===== src/rtl/tmr_pkg.sv =====
package tmr_pkg;
   localparam logic [11:0] ADDR_CTRL   = 12'h000;
   localparam logic [11:0] ADDR_COUNT  = 12'h004;
   localparam logic [11:0] ADDR_CMPA   = 12'h008;
   localparam logic [11:0] ADDR_CMPB   = 12'h00c;
   localparam logic [11:0] ADDR_CAPT   = 12'h010;
   localparam logic [11:0] ADDR_FLAGS  = 12'h014;
   localparam logic [11:0] ADDR_ACTIVE = 12'h018;

   localparam int CTRL_MODE_LSB = 0;
   localparam int CTRL_ACTA_LSB = 4;
   localparam int CTRL_ACTB_LSB = 6;
   localparam int CTRL_DIRA_BIT = 8;
   localparam int CTRL_DIRB_BIT = 9;

   localparam int FLAG_OVF_BIT  = 0;
   localparam int FLAG_CMPA_BIT = 1;
   localparam int FLAG_CMPB_BIT = 2;
   localparam int FLAG_CAPT_BIT = 3;

   localparam logic [3:0] MODE_NORMAL   = 4'h0;
   localparam logic [3:0] MODE_CLR_CMPA = 4'h4;
   localparam logic [3:0] MODE_FAST8    = 4'h5;
   localparam logic [3:0] MODE_FAST9    = 4'h6;
   localparam logic [3:0] MODE_FAST10   = 4'h7;
   localparam logic [3:0] MODE_CLR_CAPT = 4'hc;
   localparam logic [3:0] MODE_FAST_CAP = 4'he;
   localparam logic [3:0] MODE_FAST_CMP = 4'hf;

   localparam logic [15:0] TOP_MAX    = 16'hffff;
   localparam logic [15:0] TOP_FAST8  = 16'h00ff;
   localparam logic [15:0] TOP_FAST9  = 16'h01ff;
   localparam logic [15:0] TOP_FAST10 = 16'h03ff;
   localparam logic [15:0] BOTTOM     = 16'h0000;

   localparam logic [1:0] ACT_NONE   = 2'h0;
   localparam logic [1:0] ACT_TOGGLE = 2'h1;
   localparam logic [1:0] ACT_CLEAR  = 2'h2;
   localparam logic [1:0] ACT_SET    = 2'h3;

   localparam logic [31:0] RESET_WORD = 32'h0000_0000;

   typedef struct packed {
      logic       dir_b;
      logic       dir_a;
      logic [1:0] act_b;
      logic [1:0] act_a;
      logic [3:0] mode;
   } tmr_ctrl_t;

   typedef struct packed {
      logic [11:0] addr;
      logic        write;
      logic [31:0] wdata;
   } tmr_apb_req_t;

   typedef struct packed {
      logic wave_a;
      logic wave_b;
      logic oe_n_a;
      logic oe_n_b;
   } tmr_pins_t;
endpackage


===== src/rtl/tmr_timer16.sv =====
// The implementer's own choices: the APB interface to the registers and the placing of the registers.
`timescale 1ns/1ns
// Notes on behaviour
// RQ1: Mode zero counts up always, no clear, wraps 0xFFFF to 0x0000.
// RQ2: Normal mode sets overflow flag as count becomes zero; counting never clears it.
// RQ3: Overflow flag clears when its interrupt is acknowledged.
// RQ4: Normal mode accepts a new count write at any time.
// RQ5: Clear-on-match top is compare A (mode 4) or capture (mode 12); clears on match.
// RQ6: Clear-on-match sets compare-A flag (mode 4) or capture flag (mode 12) at top.
// RQ7: Clear-on-match top is unbuffered; written below count, counter wraps first.
// RQ8: Clear-on-match with action 1 toggles output A on each match.
// RQ9: Output reaches pin only while its direction bit selects output.
// RQ10: Clear-on-match sets overflow flag as count passes max to zero.
// RQ11: Modes 5,6,7,14,15 count single-slope bottom to top then restart.
// RQ12: Fast PWM top is 0xFF, 0x1FF, 0x3FF, capture or compare A; clears after top.
// RQ13: Non-inverting clears on match, sets at bottom; inverting does the opposite.
// RQ14: Fast PWM sets overflow at top, plus compare-A or capture flag when defining top.
// RQ15: Fixed top masks compare register writes above the resolution.
// RQ16: Capture top is unbuffered; written below count, counter wraps before matching.
// RQ17: Fast PWM compare writes go to buffer, loaded at top with clear and overflow.
// RQ18: Fast PWM action 2 and 3 select opposite polarities; 3 is non-inverting here.
// RQ19: Software keeps register-defined top at least 0x0003.
// RQ20: Software keeps top at or above every compare register.
// RQ21: Channel compare flag sets whenever count equals its compare value.
// RQ22: Compare registers buffered in PWM modes, direct in normal and clear-on-match.
// RQ23: Action zero leaves the waveform register unchanged on match.
// RQ24: Count write blocks every compare match in the next timer clock cycle.
// RQ25: Counter advances only when the prescaler timer enable is high.
module tmr_timer16 (
   input  wire logic                pclk,
   input  wire logic                presetn,
   input  wire logic                psel,
   input  wire logic                penable,
   input  wire logic                pwrite,
   input  wire logic [11:0]         paddr,
   input  wire logic [31:0]         pwdata,
   input  wire logic [3:0]          pstrb,
   output logic      [31:0]         prdata,
   output logic                     pready,
   output logic                     pslverr,
   input  wire logic                tick_en,
   input  wire logic                ovf_irq_ack,
   input  wire logic                capture_event,
   output tmr_pkg::tmr_pins_t       pins
);
   import tmr_pkg::*;

   tmr_ctrl_t   ctrl_reg;
   logic [15:0] count_reg;
   logic [15:0] cmp_a_reg;
   logic [15:0] cmp_b_reg;
   logic [15:0] buf_a_reg;
   logic [15:0] buf_b_reg;
   logic [15:0] capt_reg;
   logic [3:0]  flags_reg;
   logic        block_reg;
   logic        wave_a_reg;
   logic        wave_b_reg;
   logic [31:0] prdata_reg;
   logic        pready_reg;
   logic        pslverr_reg;
   tmr_pins_t   pins_reg;
   logic        tick_meta;
   logic        tick_sync;
   logic        ack_meta;
   logic        ack_sync;
   logic        capt_meta;
   logic        capt_sync;
   logic        capt_prev;

   function automatic logic is_fast(input logic [3:0] m);
      is_fast = (m == MODE_FAST8) || (m == MODE_FAST9) || (m == MODE_FAST10) ||
                (m == MODE_FAST_CAP) || (m == MODE_FAST_CMP);
   endfunction

   function automatic logic [15:0] fixed_mask(input logic [3:0] m);
      if (m == MODE_FAST8) begin
         fixed_mask = TOP_FAST8;
      end else if (m == MODE_FAST9) begin
         fixed_mask = TOP_FAST9;
      end else if (m == MODE_FAST10) begin
         fixed_mask = TOP_FAST10;
      end else begin
         fixed_mask = TOP_MAX;
      end
   endfunction

   function automatic logic [6:0] reg_hit(input logic [11:0] a);
      reg_hit = 7'h00;
      if (a == ADDR_CTRL) begin
         reg_hit = 7'h01;
      end else if (a == ADDR_COUNT) begin
         reg_hit = 7'h02;
      end else if (a == ADDR_CMPA) begin
         reg_hit = 7'h04;
      end else if (a == ADDR_CMPB) begin
         reg_hit = 7'h08;
      end else if (a == ADDR_CAPT) begin
         reg_hit = 7'h10;
      end else if (a == ADDR_FLAGS) begin
         reg_hit = 7'h20;
      end else if (a == ADDR_ACTIVE) begin
         reg_hit = 7'h40;
      end
   endfunction

   function automatic logic next_wave(input logic cur, input logic fast, input logic [1:0] act,
                                      input logic match, input logic bottom);
      next_wave = cur;
      if (fast) begin
         if (match && act == ACT_CLEAR) begin
            next_wave = 1'b1; // RQ13 RQ18
         end else if (match && act == ACT_SET) begin
            next_wave = 1'b0; // RQ13 RQ18
         end else if (match && act == ACT_TOGGLE) begin
            next_wave = ~cur;
         end else if (bottom && act == ACT_CLEAR) begin
            next_wave = 1'b0; // RQ13
         end else if (bottom && act == ACT_SET) begin
            next_wave = 1'b1; // RQ13
         end
      end else if (match) begin
         if (act == ACT_TOGGLE) begin
            next_wave = ~cur; // RQ8
         end else if (act == ACT_CLEAR) begin
            next_wave = 1'b0;
         end else if (act == ACT_SET) begin
            next_wave = 1'b1;
         end
      end // RQ23
   endfunction

   // Bus decode.
   wire         acc_phase  = psel && penable && !pready_reg;
   wire         done_phase = psel && penable && pready_reg;
   wire  [6:0]  hit        = reg_hit(paddr);
   wire         wr_en      = done_phase && pwrite && (pstrb[1:0] == 2'b11);
   wire         wr_ctrl    = wr_en && hit[0];
   wire         wr_count   = wr_en && hit[1];
   wire         wr_cmpa    = wr_en && hit[2];
   wire         wr_cmpb    = wr_en && hit[3];
   wire         wr_capt    = wr_en && hit[4];
   wire         wr_flags   = wr_en && hit[5];
   wire         addr_ok    = |hit;
   wire  [3:0]  mode       = ctrl_reg.mode;
   wire         fast       = is_fast(mode);
   wire         buffered   = fast; // RQ22
   wire [15:0]  wmask      = fixed_mask(mode); // RQ15
   wire [15:0]  wr_value   = pwdata[15:0] & wmask; // RQ15

   // Top selection.
   wire         mode_ctc_a = (mode == MODE_CLR_CMPA);
   wire         mode_ctc_c = (mode == MODE_CLR_CAPT);
   wire         top_cmp    = mode_ctc_a || (mode == MODE_FAST_CMP);
   wire         top_capt   = mode_ctc_c || (mode == MODE_FAST_CAP);
   wire [15:0]  top_val    = top_cmp  ? cmp_a_reg :                  // RQ5 RQ12
                             top_capt ? capt_reg  : fixed_mask(mode); // RQ12 RQ16

   // Counting.
   wire         tick       = tick_sync; // RQ25
   wire         at_top     = (count_reg == top_val) && (mode_ctc_a || mode_ctc_c || fast);
   wire         at_max     = (count_reg == TOP_MAX);
   wire         wrap_top   = tick && at_top && !block_reg; // RQ5 RQ7 RQ11 RQ12 RQ16 RQ24
   wire         wrap_max   = tick && at_max;                // RQ1 RQ7 RQ16
   wire [15:0]  count_inc  = count_reg + 16'h0001;
   wire [15:0]  count_next = wr_count ? pwdata[15:0] :                   // RQ4
                             wrap_top ? BOTTOM :
                             tick     ? count_inc : count_reg;            // RQ1
   wire         bottom_now = tick && fast && wrap_top;

   // Compare matches; a count write blocks the next timer cycle.
   wire         match_a    = tick && !block_reg && (count_reg == cmp_a_reg); // RQ21 RQ24
   wire         match_b    = tick && !block_reg && (count_reg == cmp_b_reg); // RQ21 RQ24

   // Flag events.
   wire         ev_ovf     = fast ? wrap_top : wrap_max; // RQ2 RQ10 RQ14
   wire         ev_cmpa    = match_a || (wrap_top && top_cmp);  // RQ6 RQ14
   wire         ev_capt    = (wrap_top && top_capt) || (capt_sync && !capt_prev); // RQ6 RQ14
   wire [3:0]   flag_set   = {ev_capt, match_b, ev_cmpa, ev_ovf};
   wire [3:0]   flag_clr   = (wr_flags ? pwdata[3:0] : 4'h0) | {3'h0, ack_sync}; // RQ3
   wire [3:0]   flags_next = flag_set | (flags_reg & ~flag_clr); // RQ2

   wire         wave_a_next = next_wave(wave_a_reg, fast, ctrl_reg.act_a, match_a, bottom_now);
   wire         wave_b_next = next_wave(wave_b_reg, fast, ctrl_reg.act_b, match_b, bottom_now);

   wire [31:0]  rd_value   = hit[0] ? {22'h0, ctrl_reg} :
                             hit[1] ? {16'h0, count_reg} :
                             hit[2] ? {16'h0, (buffered ? buf_a_reg : cmp_a_reg)} :
                             hit[3] ? {16'h0, (buffered ? buf_b_reg : cmp_b_reg)} :
                             hit[4] ? {16'h0, capt_reg} :
                             hit[5] ? {28'h0, flags_reg} :
                             hit[6] ? {cmp_b_reg, cmp_a_reg} : RESET_WORD;

   wire         pin_en_a   = ctrl_reg.dir_a && (ctrl_reg.act_a != ACT_NONE); // RQ9
   wire         pin_en_b   = ctrl_reg.dir_b && (ctrl_reg.act_b != ACT_NONE); // RQ9

   // Next register values.
   wire         block_next = wr_count || (block_reg && !tick); // RQ24
   wire         load_buf   = buffered && wrap_top; // RQ17 RQ22
   wire [15:0]  buf_a_next = wr_cmpa ? wr_value : buf_a_reg; // RQ17
   wire [15:0]  buf_b_next = wr_cmpb ? wr_value : buf_b_reg;
   wire [15:0]  cmp_a_next = (wr_cmpa && !buffered) ? wr_value : // RQ7 RQ22
                             load_buf ? buf_a_reg : cmp_a_reg;   // RQ17
   wire [15:0]  cmp_b_next = (wr_cmpb && !buffered) ? wr_value :
                             load_buf ? buf_b_reg : cmp_b_reg;   // RQ22
   wire [15:0]  capt_next  = wr_capt ? pwdata[15:0] : // RQ16
                             (!top_capt && capt_sync && !capt_prev) ? count_reg : capt_reg;
   wire [31:0]  prdata_next  = (acc_phase && !pwrite) ? rd_value : RESET_WORD;
   wire         pslverr_next = acc_phase && !addr_ok;
   tmr_ctrl_t   ctrl_next;
   tmr_pins_t   pins_next;
   assign ctrl_next = wr_ctrl ? tmr_ctrl_t'(pwdata[9:0]) : ctrl_reg;
   assign pins_next = {wave_a_reg, wave_b_reg, !pin_en_a, !pin_en_b};

   always_ff @(posedge pclk or negedge presetn) begin
      if (!presetn) begin
         tick_meta <= 1'b0;
         tick_sync <= 1'b0;
      end else begin
         tick_meta <= tick_en;
         tick_sync <= tick_meta;
      end
   end

   always_ff @(posedge pclk or negedge presetn) begin
      if (!presetn) begin
         ack_meta <= 1'b0;
         ack_sync <= 1'b0;
      end else begin
         ack_meta <= ovf_irq_ack;
         ack_sync <= ack_meta;
      end
   end

   always_ff @(posedge pclk or negedge presetn) begin
      if (!presetn) begin
         capt_meta <= 1'b0;
         capt_sync <= 1'b0;
         capt_prev <= 1'b0;
      end else begin
         capt_meta <= capture_event;
         capt_sync <= capt_meta;
         capt_prev <= capt_sync;
      end
   end

   always_ff @(posedge pclk or negedge presetn) begin
      if (!presetn) begin
         ctrl_reg <= '0;
      end else begin
         ctrl_reg <= ctrl_next;
      end
   end

   always_ff @(posedge pclk or negedge presetn) begin
      if (!presetn) begin
         count_reg <= BOTTOM;
      end else begin
         count_reg <= count_next;
      end
   end

   always_ff @(posedge pclk or negedge presetn) begin
      if (!presetn) begin
         block_reg <= 1'b0;
      end else begin
         block_reg <= block_next;
      end
   end

   always_ff @(posedge pclk or negedge presetn) begin
      if (!presetn) begin
         buf_a_reg <= BOTTOM;
      end else begin
         buf_a_reg <= buf_a_next;
      end
   end

   always_ff @(posedge pclk or negedge presetn) begin
      if (!presetn) begin
         buf_b_reg <= BOTTOM;
      end else begin
         buf_b_reg <= buf_b_next;
      end
   end

   always_ff @(posedge pclk or negedge presetn) begin
      if (!presetn) begin
         cmp_a_reg <= BOTTOM;
      end else begin
         cmp_a_reg <= cmp_a_next;
      end
   end

   always_ff @(posedge pclk or negedge presetn) begin
      if (!presetn) begin
         cmp_b_reg <= BOTTOM;
      end else begin
         cmp_b_reg <= cmp_b_next;
      end
   end

   always_ff @(posedge pclk or negedge presetn) begin
      if (!presetn) begin
         capt_reg <= BOTTOM;
      end else begin
         capt_reg <= capt_next;
      end
   end

   always_ff @(posedge pclk or negedge presetn) begin
      if (!presetn) begin
         flags_reg <= 4'h0;
      end else begin
         flags_reg <= flags_next;
      end
   end

   always_ff @(posedge pclk or negedge presetn) begin
      if (!presetn) begin
         wave_a_reg <= 1'b0;
      end else begin
         wave_a_reg <= wave_a_next;
      end
   end

   always_ff @(posedge pclk or negedge presetn) begin
      if (!presetn) begin
         wave_b_reg <= 1'b0;
      end else begin
         wave_b_reg <= wave_b_next;
      end
   end

   always_ff @(posedge pclk or negedge presetn) begin
      if (!presetn) begin
         prdata_reg <= RESET_WORD;
      end else begin
         prdata_reg <= prdata_next;
      end
   end

   always_ff @(posedge pclk or negedge presetn) begin
      if (!presetn) begin
         pready_reg <= 1'b0;
      end else begin
         pready_reg <= acc_phase;
      end
   end

   always_ff @(posedge pclk or negedge presetn) begin
      if (!presetn) begin
         pslverr_reg <= 1'b0;
      end else begin
         pslverr_reg <= pslverr_next;
      end
   end

   always_ff @(posedge pclk or negedge presetn) begin
      if (!presetn) begin
         pins_reg <= '{wave_a: 1'b0, wave_b: 1'b0, oe_n_a: 1'b1, oe_n_b: 1'b1};
      end else begin
         pins_reg <= pins_next;
      end
   end

   assign prdata  = prdata_reg;
   assign pready  = pready_reg;
   assign pslverr = pslverr_reg;
   assign pins    = pins_reg;
endmodule


===== config.mk =====
export PLATFORM = sky130hd
export DESIGN_NAME = tmr_timer16
export DESIGN_NICKNAME = d
export VERILOG_FILES = /design/src/rtl/tmr_pkg.sv /design/src/rtl/tmr_timer16.sv
export SDC_FILE = /design/constraint.sdc
export NUM_CORES = 1
export LEC_CHECK = 0
export BUFFER_PORTS_ARGS = -buffer_cell sky130_fd_sc_hd__buf_2
export CORE_MARGIN = 5
export CORE_UTILIZATION = 50
export CTS_BUF_LIST = sky130_fd_sc_hd__clkbuf_8
export DETAILED_ROUTE_END_ITERATION = 10
export GPL_ROUTABILITY_DRIVEN = 0
export PLACE_DENSITY_LB_ADDON = 0.05
export REMOVE_ABC_BUFFERS = 1
export SLEW_MARGIN = 20
export SYNTH_ARGS = -nofsm -noshare
export SYNTH_HDL_FRONTEND = slang
export SYNTH_SLANG_ARGS = --single-unit

===== constraint.sdc =====
create_clock -name pclk -period 3.6 [get_ports pclk]
set_clock_uncertainty 0.05 [all_clocks]
set_input_delay 0.36 -clock pclk [delete_from_list [all_inputs] [get_ports pclk]]
set_output_delay 0.36 -clock pclk [all_outputs]
set_load 0.005 [all_outputs]

## After elaboration in Yosys (flattened, before gate mapping)

Cells that the tools add are included.

| cells by class | value |
|---|---|
| add/sub/neg operators | 1 |
| equality and inequality tests | 26 |
| muxes and demuxes | 53 |
| bitwise operators | 7 |
| reduce and logical (&&, ||, !) cells | 78 |

Operators by type and width:

| kind | number |
|---|---|
| $mux W16 | 16 |
| $mux W32 | 8 |
| $mux W7 | 7 |
| $eq A16 B16 Y1 | 3 |
| $logic_and A1 B1 Y1 | 43 |
| $eq A12 B5 Y1 const B | 3 |
| $eq A12 B4 Y1 const B | 2 |
| $mux W1 | 21 |
| $add A16 B1 Y16 const B | 1 |
| $and A16 B16 Y16 | 1 |
| $eq A16 B16 Y1 const B | 1 |
| $eq A4 B3 Y1 const B | 4 |
| $reduce_bool A2 Y1 | 7 |
| $eq A12 B3 Y1 const B | 1 |
| $eq A4 B4 Y1 const B | 3 |
| $logic_not A12 Y1 | 1 |
| $ne A6 B1 Y1 const B | 2 |
| $logic_or A1 B1 Y1 | 11 |
| $eq A2 B2 Y1 const B | 5 |
| $logic_not A1 Y1 | 10 |
| $reduce_bool A4 Y1 | 2 |
| $reduce_or A7 Y1 | 1 |
| $reduce_and A3 Y1 | 2 |
| $and A4 B4 Y4 | 1 |
| 7 further kinds | 9 |

| word-level totals | value |
|---|---|
| register bits | 158 |
| input port bits | 56 |
| output and inout bits | 38 |
| logic and storage cells | 194 |

## Longest topological paths before layout

Gate-level depths: netlist of the first run.

| logic depth | value |
|---|---|
| depth after elaboration | 18 |
| gate-level depth with buffers | 12 |
| gate-level depth less buffers | 8 |

## Least setup slack after synthesis of the first run

OpenSTA, ideal clock, no wires.

| timing | value |
|---|---|
| path type | register to register |
| start point | register ctrl_reg, in the netlist mode[0] |
| end point | register cmp_a_reg[4] |
| setup time | 0.137 ns |
| data arrival time | 2.805 ns |
| path slack | 0.608 ns |
| cell stages (with the launch flop) | 11 |
| path buffers | 3 |
| clock period less this slack | 2.992 ns |
| path through | dfrtp_1 buf_6 mux2_1 a221oi_2 o221ai_1 or4_4 or4_1 buf_6 buf_6 mux2i_1 a21oi_1 |

| between the ends | value |
|---|---|
| word-level cells in the longest chain between the ends | 12 |
| elaborated cells between the ends (all ways) | 30 |

RTL lines:

| element | RTL line | text |
|---|---|---|
| start: declaration | tmr_timer16.sv:48 | `tmr_ctrl_t ctrl_reg;` |
| start signal: assignment | tmr_timer16.sv:251 | `ctrl_reg <= ctrl_next;` |
| $eq A4 B3 Y1 | tmr_timer16.sv:72, tmr_timer16.sv:81 |  |
| $mux W16 | tmr_timer16.sv:81 | `end else if (m == MODE_FAST10) begin` |
| $mux W16 | tmr_timer16.sv:79 | `end else if (m == MODE_FAST9) begin` |
| $mux W16 | tmr_timer16.sv:77 | `if (m == MODE_FAST8) begin` |
| $mux W16 | tmr_timer16.sv:157 | `top_capt ? capt_reg : fixed_mask(mode);` |
| $mux W16 | tmr_timer16.sv:156 | `wire [15:0] top_val = top_cmp ? cmp_a_reg :` |
| $eq A16 B16 Y1 | tmr_timer16.sv:161 | `wire at_top = (count_reg == top_val) && (mode_ctc_a \|\| mode_ctc_c \|\| fast);` |
| $logic_and A1 B1 Y1 | tmr_timer16.sv:161 |  |
| $logic_and A1 B1 Y1 (2 in series) | tmr_timer16.sv:163 | `wire wrap_top = tick && at_top && !block_reg;` |
| $logic_and A1 B1 Y1 | tmr_timer16.sv:199 | `wire load_buf = buffered && wrap_top;` |
| $reduce_bool A2 Y1 (no source line) | -- |  |
| end signal: assignment | tmr_timer16.sv:291 | `cmp_a_reg <= cmp_a_next;` |
| end: declaration | tmr_timer16.sv:50 | `logic [15:0] cmp_a_reg;` |

Parallel ways exist; a longest one is shown, timed or not.
A chain may end at the register's enable or synchronous reset.

## Worst setup path after layout of the first run

| timing | value |
|---|---|
| start point | register ctrl_reg, in the netlist mode[0] |
| end point | register wave_a_reg |

| between the ends | value |
|---|---|
| word-level cells in the longest chain between the ends | 17 |
| elaborated cells between the ends (all ways) | 37 |

RTL lines:

| element | RTL line | text |
|---|---|---|
| $eq A4 B3 Y1 | tmr_timer16.sv:72, tmr_timer16.sv:81 |  |
| $mux W16 | tmr_timer16.sv:81 |  |
| $mux W16 | tmr_timer16.sv:79 |  |
| $mux W16 | tmr_timer16.sv:77 |  |
| $mux W16 | tmr_timer16.sv:157 |  |
| $mux W16 | tmr_timer16.sv:156 |  |
| $eq A16 B16 Y1 | tmr_timer16.sv:161 |  |
| $logic_and A1 B1 Y1 | tmr_timer16.sv:161 |  |
| $logic_and A1 B1 Y1 (2 in series) | tmr_timer16.sv:163 |  |
| $logic_and A1 B1 Y1 | tmr_timer16.sv:169 | `wire bottom_now = tick && fast && wrap_top;` |
| $logic_and A1 B1 Y1 | tmr_timer16.sv:117 | `end else if (bottom && act == ACT_CLEAR) begin` |
| $mux W1 | tmr_timer16.sv:117 |  |
| $mux W1 | tmr_timer16.sv:115 | `end else if (match && act == ACT_TOGGLE) begin` |
| $mux W1 | tmr_timer16.sv:113 | `end else if (match && act == ACT_SET) begin` |
| $mux W1 | tmr_timer16.sv:111 | `if (match && act == ACT_CLEAR) begin` |
| $mux W1 | tmr_timer16.sv:110 | `if (fast) begin` |
| end signal: assignment | tmr_timer16.sv:323 | `wave_a_reg <= wave_a_next;` |
| end: declaration | tmr_timer16.sv:57 | `logic wave_a_reg;` |

Parallel ways exist; a longest one is shown, timed or not.

==> results.cfg, run 1 <==
[floorplan]
core_um2 = 17360
io_pins = 94
die_width_um = 143
row_count = 48
die_h_um = 143
die-area_um2 = 20450
initial_core_util_pct = 50.96

[synth]
synth_cell_type_count = 61
synth-simple-area-share_pct = 17.33
synth_top_family_by_area = simple AND/OR/NAND/NOR gates
seq_area_frac_synth_pct = 44.73
synth_edf_count = 0
ys_top_cells_by_area = dfrtp_1 44%, mux2i_1 5.8%, a21oi_1 5.3%
synth.mux.area_fraction_pct = 11.76
synth-adder-area-share_pct = 0.7073
yosysTopAreaCell = dfrtp_1
synth-seq-cells = 158
syn_avg_cell_area_um2 = 9.429
yosysMostFrequentCell = dfrtp_1
synth_area_um2 = 8845
ys_dominant_reg_cell = dfrtp_1
yosysWarningCount = 0
synth_top_area_share_pct = 44.14
synth-xor-area-share_pct = 5.050
syn_inst = 938
yosys-top-cells-count = 156 x dfrtp_1, 103 x nand2_1, 93 x a21oi_1
synthArstFlopShare_pct = 100.0
synth_compound_gate_area_share_pct = 16.24

[cells_and_area]
largest_register_ffs = 32
fill_cells = 1596
drive_gt1_share_pct = 19.80
layout.nets = 1069
num_antenna_cells = 0
area_delta_synth_final_pct = 13.18

[sta]
finalSetupViolCount = 0
relSlewSlack_pct = 43.38
max_freq_mhz = 301.1
period_share_pct = 92.26
min_period_ps = 3321
finalHoldViolations = 0
rsz0062_at_grt = no
layout_setup_ws_ps = 278.7
slew_viol_final = 0
setup_tns_ps = 0
worst_pin_slew_ps = 847.3

[global_route]
antenna_found_initial = 0
track_usage_pct = 27.84
grt_pass1_wl_um = 43550
grt_pass1_vias = 7814
grt-ovfl-total = 0
grt_max_degree = 86

[route]
ant_nets = 0
drc_errors = 0
drtPass1Iterations = 6
vias_per_cell = 6.216
drt-wirelength-per-cell_um = 22.34
vias = 7739
first_iter_violations = 642
routed_wirelength_um = 27810

[power_and_ir_drop]
power_switching_mw = 1.087
p_comb_share_pct = 13.3
intPower_mw = 2.592
sequentialPowerShare_pct = 54.1
power.total_mw = 3.679
p_leak_nw = 4.736
switching_share_pct = 29.55
pwr-share-clk_pct = 32.6
ir_drop_v = 0.0003100
cellPowerDensity_nw_per_um2 = 367.5

[setup_path]
critical_path_class = reg2reg
start_kind = flop
critPathRequiredTime_ps = 3940
critPathMaxFanout = 23
endpoint_kind = flop
r2r_slack_ps = 280
crit_arrival_ps = 3660

[placement]
numPortBuffers = 75
pre_cts_ws_ps = 116.8
dp_hpwl_um = 19400

[clock_network]
htree_levels = 4
cts_buffers = 17
cts_tree = built
clk_path_buf_depth = 2
path_clk_slew_ps = 80
cts-root-buf = clkbuf_8
post-cts-setup-buffers = 0
clkSinkCount = 158
worstSkewPairLatency_ps = 460

[job]
drv_cap = 0

[min_path]
hp-class = in2reg

[outcome]
status = finished clean
timing repair:
action / CTS / global route
endpoints found under the setup margin: 0 / 13
endpoints found under the hold margin: 74 / 0
hold buffers: 4 / 0
gates resized for setup: 0 / 5
critical path, cell delays in order (launching register included):
cell,delay (ps)
dfrtp_1,430
buf_12,190
mux2_1,380
a221oi_4,350
o221ai_1,150
or4_4,520
or4_4,580
buf_12,200
a2111o_1,300
nand3_1,90
logic make-up after synthesis:
family,after synthesis
and+or+nand+nor,323
AOI/OAI and AO/OA,224
DFF,158
muxes,92
buffers and inverters,85
xor gates and xnor gates,51
adders and majority gates,5
metrics by stage:
stage               utilization, %  hold WS [ps]  area (um^2)  cells
floorplan                        -         14.41         8519    865
global placement             55.28         283.1         9594   1210
detailed placement           55.28         295.1         9594   1210
CTS                          57.48         121.4         9977   1245
global route                 57.68         121.9        10010   1245
finish                       57.68         148.6        10010   1245
metal layers:
metal,vias to the layer above,routed length [um],GRT usage [%]
met1,3857,11810,38.26
met5,-,0,0
li1,3488,-,-
met3,62,1992,5.626
met2,332,12970,43.55
met4,0,1040,11.01
power groups by stage:
stage	Sequential, mW	Combinational, mW	Clock [mW]
floorplan	1.98	0.300	0
global placement	2.01	0.466	0
detailed placement	2.02	0.474	0
CTS	1.98	0.482	1.23
global route	2.00	0.537	1.30
finish	1.99	0.488	1.20
final cells by class:
cell class,count,area [um^2],share of cell area [%]
clock buffers,17,234.0,2.337
clock inverters,14,108.9,1.087
inverters,12,45.04,0.4499
multi-input cells,695,4563,45.58
flip-flops and latches,158,3956,39.52
well taps,225,281.5,2.812
repair buffers,124,822.0,8.211
final timing paths:
| check | from | to | cells after the start |
|---|---|---|---|
| setup / recovery | mode[0] | wave_a_reg | 9 |
| hold / removal | pwdata[9] | count_reg[9] | 2 |
| setup reg to reg | mode[0] | wave_a_reg | 9 |
| hold reg to reg | capt_meta | capt_sync | 0 |
| max in group asynchronous | presetn | capt_reg[14] | 3 |
| min in group asynchronous | presetn | pslverr | 2 |
layout by cell type, fill, tap and decap left out, types with 21 or more instances in the layout:
master,count
nor2_1,91
mux2_2,33
mux2i_1,51
a21oi_1,93
o21ai_0,33
and2_1,21
buf_4,40
xor2_1,37
nand2_1,102
buf_2,74
dfrtp_1,156
(Power assumes the default switching activity.)
==> run 2: changes to the inputs <==
- PLACE_DENSITY: not set -> 0.7
- PLACE_DENSITY_LB_ADDON: 0.05 -> not set
==> run 2 against run 1 <==
Cell count is essentially flat. Sequential cell count unchanged. Fmax decreased by 1.2%. Worst setup slack lost 41 ps. Die area is the same. Total power increased by 7.5%. Critical endpoint is now cmp_a_reg[15]. Routed wire length down 6.5%. Non-clock buffer count shrank 1. Design area is 0.56% higher. Highest routed layer unchanged. Sequential power is essentially flat.
==> results.cfg, run 2 (synthesis results as in run 1) <==
[power_and_ir_drop]
power_switching_mw = 1.087
intPower_mw = 2.868
ir_drop_v = 0.0003546
power.total_mw = 3.955
cellPowerDensity_nw_per_um2 = 392.9
p_comb_share_pct = 12.1
p_leak_nw = 4.770
sequentialPowerShare_pct = 50.2
pwr-share-clk_pct = 37.7
switching_share_pct = 27.49

[min_path]
hold_depth = 2
hp-class = in2reg
hp-start = pwdata[10]

[route]
top_layer_used = met4
routed_wirelength_um = 26000
ant_nets = 0
route.met2.wl_um = 11540
drtPass1Iterations = 7
vias = 7686
vias_per_cell = 6.169
drt-wirelength-per-cell_um = 20.86
wirelength_met1_um = 11290
drc_errors = 0
wl_met3_um = 2302
first_iter_violations = 945

[cells_and_area]
fin_util_pct = 58.00
layout_common_cells = 154 x dfrtp_1, 103 x nand2_1, 93 x a21oi_1
largest_register_ffs = 32
area_delta_synth_final_pct = 13.82
finish.instance_area_um2 = 10070
layout.nets = 1068
drive_gt1_share_pct = 19.71
layout_commonest_cell = dfrtp_1
fin_cells = 1246

[sta]
min_period_ps = 3362
relSlewSlack_pct = 48.04
finalHoldViolations = 0
rsz0062_at_grt = no
period_share_pct = 93.39
finalSetupViolCount = 0
worst_pin_slew_ps = 773.5
max_freq_mhz = 297.5
setup_tns_ps = 0
slew_viol_final = 0

[placement]
dp.cells = 1209
numPortBuffers = 75
dp_hpwl_um = 18080
place_area_um2 = 9574

[setup_path]
crit_start = mode[0]
endpoint_kind = flop
critPathRequiredTime_ps = 3890
critPathMaxFanout = 17
r2r_cells = 10
critical_path_class = reg2reg
crit_arrival_ps = 3660
start_kind = flop
r2r-start = mode[0]

[global_route]
grt-ovfl-total = 0
antenna_found_initial = 1
grt_pass1_wl_um = 41160
grt_pass1_vias = 7356
track_usage_pct = 26.11
grt_max_degree = 83

[floorplan]
die_h_um = 143
die_width_um = 143
row_count = 48
initial_core_util_pct = 50.96
die-area_um2 = 20450
io_pins = 94
core_um2 = 17360

[clock_network]
cts_tree = built
cts_buffers = 17
worstSkewPairLatency_ps = 480
path_clk_slew_ps = 80
clk_path_buf_depth = 2
post-cts-setup-buffers = 0
htree_levels = 4
cts-root-buf = clkbuf_8
clkSinkCount = 158

[outcome]
status = finished clean

[job]
drv_cap = 0
[run 2: cell types whose count changed in the layout (fill, tap and decap cells not counted), moves of 2 or more]
cell	change
dfrtp_2	+2
clkinvlp_4	-2
dfrtp_1	-2
clkinv_2	-2
clkbuf_8	+3
bufinv_16	+3
[run 2: metrics by stage]
stage	hold WS, ps	setup slack [ps]
5_1_grt	131.8	165.9
3_3_place_gp	282.9	94.22
4_1_cts	120.8	18.60
6_report	134.1	238.1
3_5_place_dp	284.7	19.89
2_1_floorplan	14.41	-395.1
[run 2: critical path, stage by stage (launching register included)]
cell	delay [ps]
dfrtp_2	500
buf_4	210
nor2_1	260
a21oi_1	110
o2111ai_1	240
nand4_1	170
or4_4	580
or4_4	640
buf_12	210
mux2i_1	170
a21oi_1	80
[run 2: timing repair]
item | in CTS | in global routing
hold buffers | 4 | 0
endpoints found under the setup margin | 0 | 33
endpoints found under the hold margin | 77 | 0
resized for setup | 0 | 3
[run 2: cell type report]
class                      count  area, um^2
fill                        1554        7289
multi-input combinational    695        4532
sequential                   158        3959
timing repair buffer         123       802.0
tap                          225       281.5
clock buffer                  20       275.3
clock inverter                12       170.2
inverter                      12       45.04
antenna                        1       2.502
[run 2: worst paths after layout]
| check | slack [ps] | end |
|---|---|---|
| setup / recovery | 240 | cmp_a_reg[15] |
| hold / removal | 130 | count_reg[10] |
| setup reg to reg | 240 | cmp_a_reg[15] |
| hold reg to reg | 300 | tick |
| max in group asynchronous | 2190 | buf_b_reg[13] |
| min in group asynchronous | 410 | capt_sync |
[run 2: layer usage]
layer	vias to the layer above	GRT usage [%]
li1	3493	-
met5	-	0
met3	66	5.559
met1	3727	37.32
met2	400	39.05
met4	0	10.21
[run 2: power by group through the flow]
stage	Combinational, mW	Sequential (mW)	Clock (mW)
4_1_cts	0.475	1.98	1.50
3_3_place_gp	0.460	2.01	0
2_1_floorplan	0.300	1.98	0
5_1_grt	0.533	2.00	1.59
3_5_place_dp	0.468	2.01	0
6_report	0.480	1.98	1.49
